==> src/verilog/ssc_pkg.sv <==
// constants and types shared by the sensor status and crc unit
package ssc_pkg;

	// ----------------------------------------
	// status word layout
	// ----------------------------------------
	localparam int STAT_W = 16;
	localparam int BIT_ALERT = 15;
	localparam int BIT_HEATER = 13;
	localparam int BIT_RH = 11;
	localparam int BIT_T = 10;
	localparam int BIT_RESET = 4;
	localparam int BIT_CMD = 1;
	localparam int BIT_WCRC = 0;
	localparam logic [15:0] STATUS_RST = 16'h8010;
	localparam logic [15:0] STICKY_MASK = 16'h8c10;
	localparam logic [15:0] DEFINED_MASK = 16'hac13;

	// ----------------------------------------
	// crc-8 properties
	// ----------------------------------------
	localparam logic [7:0] CRC_POLY = 8'h31;
	localparam logic [7:0] CRC_INIT = 8'hff;
	localparam logic [7:0] CRC_XOROUT = 8'h00;
	localparam logic [15:0] CRC_CHECK_WORD = 16'hbeef;
	localparam logic [7:0] CRC_CHECK_VALUE = 8'h92;

	// ----------------------------------------
	// commands and bus framing
	// ----------------------------------------
	localparam logic [15:0] CMD_CLEAR = 16'h3041;
	localparam logic [15:0] CMD_HEATER_ON = 16'h306d;
	localparam logic [15:0] CMD_HEATER_OFF = 16'h3066;
	localparam logic [15:0] CMD_READ_STATUS = 16'hf300;
	localparam logic [6:0] DEV_ADDR = 7'h40;
	localparam logic [2:0] WR_CMD_BYTES = 3'h2;
	localparam logic [2:0] WR_DATA_BYTES = 3'h5;
	localparam logic [1:0] RD_LAST_IDX = 2'h2;

	// bus states, gray coded along the usual path
	typedef enum logic [2:0] {
		BUS_IDLE = 3'h0,
		BUS_ADDR = 3'h1,
		BUS_ADDR_ACK = 3'h3,
		BUS_WR_BYTE = 3'h2,
		BUS_WR_ACK = 3'h6,
		BUS_RD_BYTE = 3'h7,
		BUS_RD_ACK = 3'h5
	} ssc_bus_e;

endpackage

==> src/verilog/ssc_crc8.sv <==
// crc-8 over one two-byte data word
`timescale 1ns/1ps
`default_nettype none
module ssc_crc8
	import ssc_pkg::*;
(
	// data word and its checksum
	input wire logic [15:0] word_i,
	output logic [7:0] crc_o
);

	// ----------------------------------------
	// bitwise crc, msb first, unreflected
	// ----------------------------------------
	function automatic logic [7:0] crc8_word(input logic [15:0] d);
		logic [7:0] c;
		logic fb;
		c = CRC_INIT; // RULE_10
		for (int i = 15; i >= 0; i--) begin
			fb = c[7] ^ d[i];
			c = {c[6:0], 1'b0} ^ (fb ? CRC_POLY : 8'h00); // RULE_10
		end
		return c ^ CRC_XOROUT; // RULE_10
	endfunction

	// restarts from the init value for every word
	assign crc_o = crc8_word(word_i); // RULE_09

endmodule
`default_nettype wire

==> src/verilog/ssc_pin_sync.sv <==
// three-flop synchroniser with agreement filter for bus pins
`timescale 1ns/1ps
`default_nettype none
module ssc_pin_sync
	import ssc_pkg::*;
#(
	parameter int W = 2
) (
	// clock and reset
	input wire logic clk_i,
	input wire logic rstn_i,
	// pins and filtered levels
	input wire logic [W-1:0] pin_i,
	output logic [W-1:0] level_o
);

	typedef struct packed {
		logic [W-1:0] s1;
		logic [W-1:0] s2;
		logic [W-1:0] s3;
		logic [W-1:0] filt;
	} ssc_sync_s;

	ssc_sync_s q;
	ssc_sync_s n;

	// a bit only changes once stages two and three agree
	always_comb begin
		n = q;
		n.s1 = pin_i;
		n.s2 = q.s1;
		n.s3 = q.s2;
		for (int i = 0; i < W; i++) begin
			if (q.s2[i] == q.s3[i]) begin
				n.filt[i] = q.s2[i];
			end
		end
	end

	// idle bus lines are high, so reset to ones
	always_ff @(posedge clk_i or negedge rstn_i) begin
		if (!rstn_i) begin
			q <= '{default: '1};
		end else begin
			q <= n;
		end
	end

	assign level_o = q.filt;

	chk_sync_follow: assert property (@(posedge clk_i) disable iff (!rstn_i)
		(q.s2 == q.s3) |=> (q.filt == $past(q.s2)))
		else $error("filtered level did not follow agreeing stages");

endmodule
`default_nettype wire

==> src/verilog/ssc_status_unit.sv <==
// status word, command decode and crc checking behind the two-wire bus
// ----------------------------------------
// Behaviour
// RULE_01: bit 15 shows pending alert, resets one
// RULE_02: bit 13 shows heater on or off
// RULE_03: bits 11 and 10 flag humidity/temperature alerts
// RULE_04: bit 4 set by any reset
// RULE_05: bit 1 set when command not processed
// RULE_06: bit 0 set on bad write checksum
// RULE_07: clear command zeroes bits 15,11,10,4
// RULE_08: every data word followed by crc byte
// RULE_09: crc over only the two preceding bytes
// RULE_10: crc polynomial 0x31, init 0xff, unreflected
// RULE_11: crc protects reads and checked writes
// RULE_12: heater disabled after any reset
// RULE_13: reserved status bits read as zero
// RULE_14: status read returns msb, lsb, crc
// ----------------------------------------
`timescale 1ns/1ps
`default_nettype none
module ssc_status_unit
	import ssc_pkg::*;
(
	// clock and reset
	input wire logic clk_i,
	input wire logic rstn_i,
	// two-wire bus pins
	input wire logic scl_i,
	input wire logic sda_i,
	output logic sda_o,
	output logic sda_oe_n_o,
	// sensor events, one-cycle pulses
	input wire logic rh_alert_i,
	input wire logic t_alert_i,
	input wire logic soft_reset_i,
	// state seen by the rest of the sensor
	output logic [15:0] status_o,
	output logic heater_on_o
);

	typedef struct packed {
		ssc_bus_e st;
		logic [2:0] bitcnt;
		logic byte_done;
		logic [7:0] shreg;
		logic rw;
		logic nack;
		logic [2:0] wr_idx;
		logic [1:0] rd_idx;
		logic [15:0] cmd;
		logic [15:0] wdata;
		logic [7:0] wcrc;
		logic [15:0] status;
		logic [15:0] tx_word;
		logic [7:0] tx_byte;
		logic sda_oe_n;
		logic sda_low;
		logic scl_q;
		logic sda_q;
	} ssc_state_s;

	ssc_state_s q;
	ssc_state_s n;
	logic [1:0] pins_f;
	logic scl_f;
	logic sda_f;
	logic [7:0] tx_crc;
	logic [7:0] rx_crc;
	logic scl_rise;
	logic scl_fall;
	logic start_c;
	logic stop_c;
	logic exec_now;
	logic cmd_ok;
	logic wr_bad;
	logic [7:0] nb;

	// ----------------------------------------
	// pin sampling and crc units
	// ----------------------------------------
	ssc_pin_sync #(.W(2)) u_sync (
		.clk_i(clk_i),
		.rstn_i(rstn_i),
		.pin_i({scl_i, sda_i}),
		.level_o(pins_f)
	);

	// outgoing word crc, recomputed from the snapshot only
	ssc_crc8 u_tx_crc (
		.word_i(q.tx_word),
		.crc_o(tx_crc)
	);

	// incoming write word crc
	ssc_crc8 u_rx_crc (
		.word_i(q.wdata),
		.crc_o(rx_crc)
	);

	assign scl_f = pins_f[1];
	assign sda_f = pins_f[0];

	// bus conditions from filtered levels
	assign scl_rise = scl_f & ~q.scl_q;
	assign scl_fall = ~scl_f & q.scl_q;
	assign start_c = q.scl_q & scl_f & q.sda_q & ~sda_f;
	assign stop_c = q.scl_q & scl_f & ~q.sda_q & sda_f;

	// ----------------------------------------
	// helpers
	// ----------------------------------------
	// byte order of a status readout: msb, lsb, then crc
	function automatic logic [7:0] pick_byte(input logic [1:0] idx, input logic [15:0] w,
		input logic [7:0] c);
		case (idx)
			2'h0: pick_byte = w[15:8];
			2'h1: pick_byte = w[7:0];
			default: pick_byte = c;
		endcase
	endfunction

	function automatic logic known_cmd(input logic [15:0] c);
		known_cmd = (c == CMD_CLEAR) || (c == CMD_HEATER_ON) ||
			(c == CMD_HEATER_OFF) || (c == CMD_READ_STATUS);
	endfunction

	// ----------------------------------------
	// next state
	// ----------------------------------------
	always_comb begin
		n = q;
		exec_now = 1'b0;
		cmd_ok = 1'b0;
		wr_bad = 1'b0;
		nb = 8'h00;
		n.scl_q = scl_f;
		n.sda_q = sda_f;
		if (start_c) begin
			// repeated start also lands here and restarts framing
			n.st = BUS_ADDR;
			n.bitcnt = 3'h0;
			n.byte_done = 1'b0;
			n.wr_idx = 3'h0;
			n.sda_oe_n = 1'b1;
		end else if (stop_c) begin
			exec_now = (q.rw == 1'b0) && (q.wr_idx != 3'h0);
			n.st = BUS_IDLE;
			n.sda_oe_n = 1'b1;
		end else begin
			if (scl_rise) begin
				case (q.st)
					BUS_ADDR, BUS_WR_BYTE: begin
						n.shreg = {q.shreg[6:0], sda_f};
						n.bitcnt = q.bitcnt + 3'h1;
						n.byte_done = (q.bitcnt == 3'h7);
					end
					BUS_RD_ACK: n.nack = sda_f;
					default: ;
				endcase
			end
			if (scl_fall) begin
				case (q.st)
					BUS_ADDR: begin
						if (q.byte_done) begin
							n.byte_done = 1'b0;
							if (q.shreg[7:1] == DEV_ADDR) begin
								n.rw = q.shreg[0];
								n.st = BUS_ADDR_ACK;
								n.sda_oe_n = 1'b0;
							end else begin
								n.st = BUS_IDLE;
							end
						end
					end
					BUS_ADDR_ACK: begin
						n.bitcnt = 3'h0;
						if (q.rw) begin
							nb = pick_byte(2'h0, q.tx_word, tx_crc); // RULE_14
							n.rd_idx = 2'h0;
							n.tx_byte = nb;
							n.sda_oe_n = nb[7];
							n.st = BUS_RD_BYTE;
						end else begin
							n.sda_oe_n = 1'b1;
							n.st = BUS_WR_BYTE;
						end
					end
					BUS_WR_BYTE: begin
						if (q.byte_done) begin
							n.byte_done = 1'b0;
							case (q.wr_idx)
								3'h0: n.cmd[15:8] = q.shreg;
								3'h1: n.cmd[7:0] = q.shreg;
								3'h2: n.wdata[15:8] = q.shreg; // RULE_09
								3'h3: n.wdata[7:0] = q.shreg; // RULE_09
								3'h4: n.wcrc = q.shreg; // RULE_08
								default: ;
							endcase
							if (q.wr_idx != 3'h7) begin
								n.wr_idx = q.wr_idx + 3'h1;
							end
							n.sda_oe_n = 1'b0;
							n.st = BUS_WR_ACK;
						end
					end
					BUS_WR_ACK: begin
						n.sda_oe_n = 1'b1;
						n.bitcnt = 3'h0;
						n.st = BUS_WR_BYTE;
					end
					BUS_RD_BYTE: begin
						if (q.bitcnt == 3'h7) begin
							n.sda_oe_n = 1'b1;
							n.st = BUS_RD_ACK;
						end else begin
							n.bitcnt = q.bitcnt + 3'h1;
							n.tx_byte = {q.tx_byte[6:0], 1'b0};
							n.sda_oe_n = q.tx_byte[6];
						end
					end
					BUS_RD_ACK: begin
						if (!q.nack && (q.rd_idx != RD_LAST_IDX)) begin
							nb = pick_byte(q.rd_idx + 2'h1, q.tx_word, tx_crc); // RULE_08
							n.rd_idx = q.rd_idx + 2'h1;
							n.tx_byte = nb;
							n.sda_oe_n = nb[7];
							n.bitcnt = 3'h0;
							n.st = BUS_RD_BYTE;
						end else begin
							n.sda_oe_n = 1'b1;
							n.st = BUS_IDLE;
						end
					end
					default: n.st = BUS_IDLE;
				endcase
			end
		end

		// command execution at the end of a write transfer
		if (exec_now) begin
			if (q.wr_idx == WR_DATA_BYTES) begin
				wr_bad = (rx_crc != q.wcrc); // RULE_11
				n.status[BIT_WCRC] = wr_bad; // RULE_06
				cmd_ok = ~wr_bad;
			end else if (q.wr_idx == WR_CMD_BYTES) begin
				cmd_ok = known_cmd(q.cmd);
			end
			n.status[BIT_CMD] = ~cmd_ok; // RULE_05
			if (cmd_ok && (q.wr_idx == WR_CMD_BYTES)) begin
				case (q.cmd)
					CMD_CLEAR: n.status = q.status & ~STICKY_MASK; // RULE_07
					CMD_HEATER_ON: n.status[BIT_HEATER] = 1'b1; // RULE_02
					CMD_HEATER_OFF: n.status[BIT_HEATER] = 1'b0; // RULE_02
					CMD_READ_STATUS: n.tx_word = q.status; // RULE_14
					default: ;
				endcase
			end
		end

		// events come last so a set wins over a same-cycle clear
		if (rh_alert_i) begin
			n.status[BIT_RH] = 1'b1; // RULE_03
			n.status[BIT_ALERT] = 1'b1; // RULE_01
		end
		if (t_alert_i) begin
			n.status[BIT_T] = 1'b1; // RULE_03
			n.status[BIT_ALERT] = 1'b1; // RULE_01
		end
		if (soft_reset_i) begin
			n.status[BIT_RESET] = 1'b1; // RULE_04
			n.status[BIT_HEATER] = 1'b0; // RULE_12
		end
		n.status = n.status & DEFINED_MASK; // RULE_13
	end

	// ----------------------------------------
	// state register
	// ----------------------------------------
	// hard reset and supply loss both arrive as rstn_i
	always_ff @(posedge clk_i or negedge rstn_i) begin
		if (!rstn_i) begin
			q <= '{st: BUS_IDLE, status: STATUS_RST, sda_oe_n: 1'b1, scl_q: 1'b1,
				sda_q: 1'b1, default: '0}; // RULE_04 RULE_12
		end else begin
			q <= n;
		end
	end

	// open drain: the line is only ever pulled low
	assign sda_o = q.sda_low;
	assign sda_oe_n_o = q.sda_oe_n;
	assign status_o = q.status;
	assign heater_on_o = q.status[BIT_HEATER];

	// ----------------------------------------
	// checks
	// ----------------------------------------
	chk_alert_rh_set: assert property (@(posedge clk_i) disable iff (!rstn_i) // RULE_01 RULE_03
		rh_alert_i |=> (q.status[BIT_RH] && q.status[BIT_ALERT]))
		else $error("humidity alert did not set its flags");

	chk_alert_t_set: assert property (@(posedge clk_i) disable iff (!rstn_i) // RULE_03
		t_alert_i |=> (q.status[BIT_T] && q.status[BIT_ALERT]))
		else $error("temperature alert did not set its flags");

	chk_heater_cmd: assert property (@(posedge clk_i) disable iff (!rstn_i) // RULE_02
		(exec_now && cmd_ok && q.wr_idx == WR_CMD_BYTES && q.cmd == CMD_HEATER_ON
		&& !soft_reset_i) |=> heater_on_o ##1 (heater_on_o == q.status[BIT_HEATER]))
		else $error("heater on command not reflected");

	chk_soft_reset: assert property (@(posedge clk_i) disable iff (!rstn_i) // RULE_04 RULE_12
		soft_reset_i |=> (q.status[BIT_RESET] && !q.status[BIT_HEATER]))
		else $error("soft reset did not set reset flag and stop heater");

	chk_clear_flags: assert property (@(posedge clk_i) disable iff (!rstn_i) // RULE_07
		(exec_now && cmd_ok && q.wr_idx == WR_CMD_BYTES && q.cmd == CMD_CLEAR
		&& !rh_alert_i && !t_alert_i && !soft_reset_i)
		|=> ((q.status & STICKY_MASK) == 16'h0000) && ($past(q.status[BIT_HEATER])
		== q.status[BIT_HEATER]))
		else $error("clear command left a sticky flag set");

	chk_cmd_status: assert property (@(posedge clk_i) disable iff (!rstn_i) // RULE_05
		exec_now |=> (q.status[BIT_CMD] == !$past(cmd_ok)))
		else $error("command status bit wrong after execution");

	chk_write_crc: assert property (@(posedge clk_i) disable iff (!rstn_i) // RULE_06 RULE_11
		(exec_now && q.wr_idx == WR_DATA_BYTES)
		|=> (q.status[BIT_WCRC] == ($past(rx_crc) != $past(q.wcrc))))
		else $error("write checksum status wrong");

	chk_reserved_zero: assert property (@(posedge clk_i) disable iff (!rstn_i) // RULE_13
		(q.status & ~DEFINED_MASK) == 16'h0000)
		else $error("reserved status bit is set");

	chk_crc_vector: assert property (@(posedge clk_i) disable iff (!rstn_i) // RULE_10
		(q.wdata == CRC_CHECK_WORD) |-> (rx_crc == CRC_CHECK_VALUE))
		else $error("crc of check word is wrong");

	chk_read_first: assert property (@(posedge clk_i) disable iff (!rstn_i) // RULE_14
		(q.st == BUS_ADDR_ACK && q.rw && scl_fall && !start_c && !stop_c)
		|=> (q.st == BUS_RD_BYTE) && (q.tx_byte == q.tx_word[15:8])
		&& (q.sda_oe_n == q.tx_word[15]))
		else $error("status readout did not start with its msb");

	chk_read_crc: assert property (@(posedge clk_i) disable iff (!rstn_i) // RULE_08
		(q.st == BUS_RD_ACK && scl_fall && !q.nack && q.rd_idx == 2'h1
		&& !start_c && !stop_c) |=> (q.tx_byte == tx_crc) && (q.rd_idx == RD_LAST_IDX))
		else $error("third read byte is not the crc");

	chk_idle_release: assert property (@(posedge clk_i) disable iff (!rstn_i)
		(q.st == BUS_IDLE) |-> q.sda_oe_n)
		else $error("data line held while idle");

endmodule
`default_nettype wire
==> config.mk <==
export PLATFORM = sky130hd
export DESIGN_NAME = ssc_status_unit
export DESIGN_NICKNAME = d
export VERILOG_FILES = /design/src/verilog/ssc_pkg.sv /design/src/verilog/ssc_crc8.sv /design/src/verilog/ssc_pin_sync.sv /design/src/verilog/ssc_status_unit.sv
export SDC_FILE = /design/constraint.sdc
export NUM_CORES = 1
export LEC_CHECK = 0
export BUFFER_PORTS_ARGS = -buffer_cell sky130_fd_sc_hd__buf_2
export CORE_MARGIN = 2
export CORE_UTILIZATION = 35
export CTS_CLUSTER_SIZE = 30
export DETAILED_ROUTE_END_ITERATION = 16
export GPL_TIMING_DRIVEN = 0
export PLACE_DENSITY_LB_ADDON = 0.25
export SYNTH_ARGS = -nofsm -noshare
export SYNTH_HDL_FRONTEND = slang
export SYNTH_SLANG_ARGS = --single-unit
==> constraint.sdc <==
create_clock -name clk_i -period 3.13 [get_ports clk_i]
set_clock_uncertainty 0.15 [all_clocks]
set_input_delay 0.626 -clock clk_i [delete_from_list [all_inputs] [get_ports clk_i]]
set_output_delay 0.626 -clock clk_i [all_outputs]
set_load 0.01 [all_outputs]
* Word level (Yosys, flattened, before mapping)
Index checks and enable logic that the tools add are counted.
Word-level totals: logic and storage cells 290, latch bits 0, memories 0, RAM bits 0, register bits 94, ROM bits 0, output and inout bits 19
Cells by class: $mul 0, div/mod/pow operators 0, magnitude comparators 0, eq/ne operators 32, muxes and demuxes 104, reductions and logical operators 53, $add $sub $neg 3, shift-type cells 0, bitwise gates (word level) 69
Operator list (count):
- XOR 8 bit | 30
- 2-to-1 mux 6 bit | 32
- 2-to-1 mux 40 bit | 2
- 2-to-1 mux 32 bit | 2
- 2-to-1 mux 59 bit | 1
- == test 16 x 14 -> 1 bit, second input constant | 3
- 2-to-1 mux 45 bit | 1
- AND reduction 6 bit | 7
- 2-to-1 mux 8 bit | 5
- 2-to-1 mux 12 bit | 3
- 2-to-1 mux 3 bit | 12
- 2-to-1 mux 7 bit | 5
- 2-to-1 mux 1 bit | 29
- nonzero test 2 bit | 14
- one-hot mux 7 bit (3 select lines) | 1
- nonzero test 3 bit | 7
- XOR 1 bit | 21
- == test 3 bit, second input constant | 6
- one-hot mux 3 bit (6 select lines) | 1
- AND reduction 3 bit | 6
- == test 16 bit, second input constant | 1
- 2-to-1 mux 16 bit | 1
- != test 4 bit, second input constant | 4
- one-hot mux 8 bit (2 select lines) | 1
- 29 further kinds | 66

* Logic depth before layout (Yosys ltp)
depth after elaboration 57, depth in mapped cells 8, mapped depth without buffers 8

* Cells and area by module
From an unflattened synthesis, not the netlist that was laid out.
Unflattened totals: cells, all modules 452, area, all modules 5439.0 um^2
By module, submodules not included:
- ssc_status_unit | times used 1, sequential area each 2158.3 um^2, cells each 378, area an instance 4367.9 um^2
- ssc_crc8 | times used 2, sequential area each 0.0 um^2, cells each 31, area an instance 411.6 um^2
- ssc_pin_sync | times used 1, sequential area each 210.2 um^2, cells each 12, area an instance 247.7 um^2

* Worst setup path after synthesis
OpenSTA, ideal clock, no wires.
path kind register to register, start reg q[67] in the netlist's numbering, end reg q, in the netlist status_o[1], path buffers 0, arrival time 2081 ps, stages on the path, launching flop included 7, period minus slack after synthesis 2365 ps, path slack 765 ps, cells stage by stage dfrtp_1 xnor3_2 xnor3_1 or3_2 a211o_2 a22oi_2 a32oi_1
On the way: longest elaborated chain between the ends 34
RTL lines:
- start, declared | RTL line ssc_status_unit.sv:62 | ssc_state_s q;
- start signal, assigned | RTL line ssc_status_unit.sv:282 | q <= '{st: BUS_IDLE, status: STATUS_RST, sda_oe_n: 1'b1, scl_q: 1'b1,
- start signal, assigned | RTL line ssc_status_unit.sv:285 | q <= n;
- 2-to-1 mux 6 bit * | RTL line ssc_crc8.sv:21 | c = {c[6:0], 1'b0} ^ (fb ? CRC_POLY : 8'h00);
- NOT 7 bit (no source line)
- XOR 8 bit * (2 in a row) | RTL line ssc_crc8.sv:21
- XOR 1 bit | RTL line ssc_crc8.sv:20 | fb = c[7] ^ d[i];
- 2-to-1 mux 6 bit | RTL line ssc_crc8.sv:21
- XOR 8 bit * (3 in a row) | RTL line ssc_crc8.sv:21
- XOR 1 bit | RTL line ssc_crc8.sv:20
- 2-to-1 mux 6 bit | RTL line ssc_crc8.sv:21
- [... 15 more ...]
- XOR 8 bit * | RTL line ssc_crc8.sv:21
- != test 8 bit * | RTL line ssc_status_unit.sv:242 | wr_bad = (rx_crc != q.wcrc);
- NOT 1 bit * | RTL line ssc_status_unit.sv:244 | cmd_ok = ~wr_bad;
- 2-to-1 mux 1 bit * | RTL line ssc_status_unit.sv:241 | if (q.wr_idx == WR_DATA_BYTES) begin
- 2-to-1 mux 1 bit * | RTL line ssc_status_unit.sv:240 | if (exec_now) begin
- logical AND 1 bit / NOT 1 bit (equally long branches) | RTL line ssc_status_unit.sv:249, ssc_status_unit.sv:248
- != test 2 bit (no source line) / 2-to-1 mux 12 bit (equally long branches)
- AND reduction 2 bit (no source line) / 2-to-1 mux 32 bit (equally long branches)
Every way passes the cells marked *; elsewhere a longest branch is shown, timed or not. The select of a mux whose other input is x is not followed. A chain may end at the register's enable or synchronous reset.

* Worst setup path after layout
start reg q[94] in the netlist's numbering, end reg q, in the netlist sda_oe_n_o
On the way: longest elaborated chain between the ends 3
RTL lines:
- == test 7 bit | RTL line ssc_status_unit.sv:166 | if (q.shreg[7:1] == DEV_ADDR) begin
- != test 4 bit (no source line)
- AND reduction 5 bit (no source line)
Every way passes these cells.

==> metrics.txt <==
syn_area_per_cell=11.5 µm²; post-synthesis xor/xnor area fraction=0.103; post-synthesis instance area=0.00502 mm²; simple-gate area share of the yosys netlist=0.119; clk sinks=94; crit path launch=q[94]; largest net degree at the start of global routing=73; grt ovf=0; Gate power share=0.067; router iterations before antenna repair=4; Pint=1.97 mW; Fmax=0.368 GHz; post-synthesis mux area share=0.140; Starting Density=0.361; Max VDD drop=254 µV; vias per cell=5.02; critical path cell sequence=or4b_2 -> nor4_1 -> a211oi_1 -> a211oi_1 -> mux2i_1 -> o21ai_0; Max-Cap Viols=0; # diodes=0; CTS Root Cell=clkbuf_16; PortBufs=15; most used cell, CP=a211oi_1; Synth cell types=57; vias=3301; I/O pins=26; final net count=491; reg2reg end=sda_oe_n_o; Warnings, synthesis=0; Synth area leader=dfrtp_1; DP Worst Slack=0.408 ns; die height=124 µm; sequential cell area fraction in the yosys report=0.471; Yosys reg bits=94; Clock Path Buffers=2; RSZ-0062 raised after global routing=no; Yosys top cell area share=0.403; Placer Congestion=0.849; adder-cell share of the synthesized area=0.0314; Setup TNS=0 ns; switching share of power=0.250; Rel. slew slack=0.512; net load switching power=656 µW; layout cell share with drive strength beyond 1=0.287; postcts setup bufs=0; Core Region=0.0139 mm²; Worst Path Max Fanout=8; actual slew at the worst max-slew pin=0.729 ns; Iteration-0 DRC Markers=257; EDFF count, synth=0; Arr. time, crit path=2.83 ns; Top FF cell, synth=dfrtp_1; post-cts gate resize count=0; outcome=completed; Setup CP Type=reg2reg; Num CTS Buffers=9; Worst Hold Class=in2async; top post-synthesis cells by area=dfrtp_1 (40%), mux2_2 (13%), dfstp_2 (6.8%), xnor2_1 (4.9%), ha_1 (2.7%); synthesis-to-finish area growth=13.1%; post-route ant nets=0; first-pass GRT wire length=17500 µm; number of global-route vias before repair=3351; PD cells=463 mW/mm²; cts hold-fix bufs=0; clk_lat worst skew=0.35 ns; final wirelength=10500 µm; Worst Setup Start Kind=register; ys async rst share=1.00; antenna violations before repair=0; R2R depth=6; Detail Placement HPWL=7570 µm; largest family of logic cells by synthesized area=multiplexers; CP peak stage delay=0.71 ns; TritonCTS clock tree=done; endpoints failing setup=0; setup slack after layout=0.409 ns; H-tree depth=3; CP top delay family=simple AND/OR/NAND/NOR gates; All-Layer GR Usage=0.151; clock transition at the registers of the reported paths=0.06 ns; WP buf/inv=0; Clock power frac=0.413; Slew Viols, Final=0; die area=0.0153 mm²; cell count after synthesis=437; CP endpoint kind=register; Leak Pwr=2.58 nW; Die Wd=124 µm; RR Startpoint=q[94]; CP required=3.24 ns; Final Hold Viols=0; slowest CP cell=or4b_2; residual DRC count=0; R2R Setup Slk=0.41 ns; Seq pwr share=0.520; DR WL/cell=16.0 µm; period utilization=0.869; fin crit period=2.72 ns; Synth Area in Compound Gates=0.0931; placement row count=43
-- stage by stage --
step	power (mW)	hold slack, ns	area (µm²)	cells	utilization
2_1_floorplan	1.46	0.180	5060	446	-
3_3_place_gp	1.56	0.197	5360	641	0.385
3_5_place_dp	1.57	0.197	5390	642	0.387
4_1_cts	2.68	0.0241	5680	658	0.408
5_1_grt	2.75	0.0447	5680	658	0.408
6_report	2.63	0.0238	5680	658	0.408
-- registers in the layout, summed over array words and instances, names as in the netlist --
name,flops
q,78
u_sync.level_o,2
status_o,7
u_sync.q,2
u_sync.n,4
sda_oe_n_o,1
-- cell type report --
| type | count | area [µm²] |
|---|---|---|
| fillers | 1339 | 8250 |
| multi-input cells | 314 | 2480 |
| flip-flops and latches | 94 | 2370 |
| clock buffers | 11 | 233 |
| well taps | 180 | 225 |
| plain buffers | 29 | 174 |
| repair buffers | 16 | 105 |
| clock inverters | 5 | 60.1 |
| inverters | 9 | 33.8 |
-- worst register-to-register path, stage by stage, from the launching register on --
cell	delay (ns)
dfrtp_1	0.52
or4b_2	0.71
nor4_1	0.50
a211oi_1	0.17
a211oi_1	0.29
mux2i_1	0.20
o21ai_0	0.10
-- routing by layer --
layer | routed length, µm | track usage | share of wire
met1 | 5000 | 0.199 | 0.48
met2 | 4990 | 0.244 | 0.47
met3 | 289 | 0.0234 | 0.028
met4 | 221 | 0.0724 | 0.021
met5 | 0 | 0 | 0
-- cells in the mapped netlist, types with 2 or more instances --
cell type and number:
a32o_1 2, o31ai_1 2, dfstp_2 13, nand2b_1 6, a22oi_1 2, a22o_1 4, xor2_1 3, a21oi_1 11
nand4_1 7, nand3_1 7, and2_1 2, o211ai_1 2, nor2_1 17, clkbuf_1 10, o22a_1 2, xnor2_1 28
maj3_1 2, or3_1 2, nor3b_1 2, buf_4 17, nor2b_1 10, and3_2 2, dfrtp_1 81, a211oi_1 5
a21o_1 4, xnor3_1 3, or2_2 3, ha_1 11, xnor3_2 5, nand2_1 32, or4_1 2, mux2_2 58
mux2i_1 5, a31oi_1 3, nor4_1 5, nor3_1 8, inv_1 9, xnor2_2 2, o21ai_0 27, and3_1 4
-- how the worst max path moves through the flow --
stage             endpoint  slack, ns  cells past startpoint
6_report        sda_oe_n_o       0.41                      6
5_1_grt              q[12]       0.27                      7
3_3_place_gp         q[54]       0.36                      1
3_5_place_dp    sda_oe_n_o       0.41                      6
2_1_floorplan  status_o[1]       0.77                      6
4_1_cts         sda_oe_n_o       0.38                      6
-- cell usage in the layout (no fill, tap or decap), drive strengths merged, types with 5 or more instances in the layout --
| cell | count |
|---|---|
| nor3 | 8 |
| nor2 | 17 |
| nand3 | 7 |
| nand2 | 32 |
| mux2 | 58 |
| mux2i | 5 |
| a21oi | 11 |
| dfstp | 13 |
| xnor3 | 9 |
| dfrtp | 81 |
| a211oi | 5 |
| nand4 | 7 |
| nor4 | 5 |
| ha | 11 |
| conb | 10 |
| and3 | 6 |
| buf | 35 |
| nand2b | 6 |
| nor2b | 10 |
| xnor2 | 30 |
| inv | 10 |
| clkbuf | 21 |
| o21ai | 27 |
-- power by group through the flow --
stage | clock, mW | sequential [mW] | combinational [mW]
final | 1.08 | 1.37 | 0.176
after global routing | 1.17 | 1.38 | 0.200
after CTS | 1.13 | 1.37 | 0.179
after detailed placement | 0 | 1.39 | 0.179
after global placement | 0 | 1.39 | 0.169
after floorplan | 0 | 1.34 | 0.122
-- logic make-up (layout without fill, tap and decap cells) --
logic type,after synthesis,count (layout)
and+or+nand+nor,115,115
DFF,94,94
AOI/OAI and AO/OA,71,71
muxes,63,63
xor gates and xnor gates,42,42
buffers and inverters,38,70
adders and majority gates,13,13
other,1,10
Note: power is estimated with default switching activity, not from simulation.
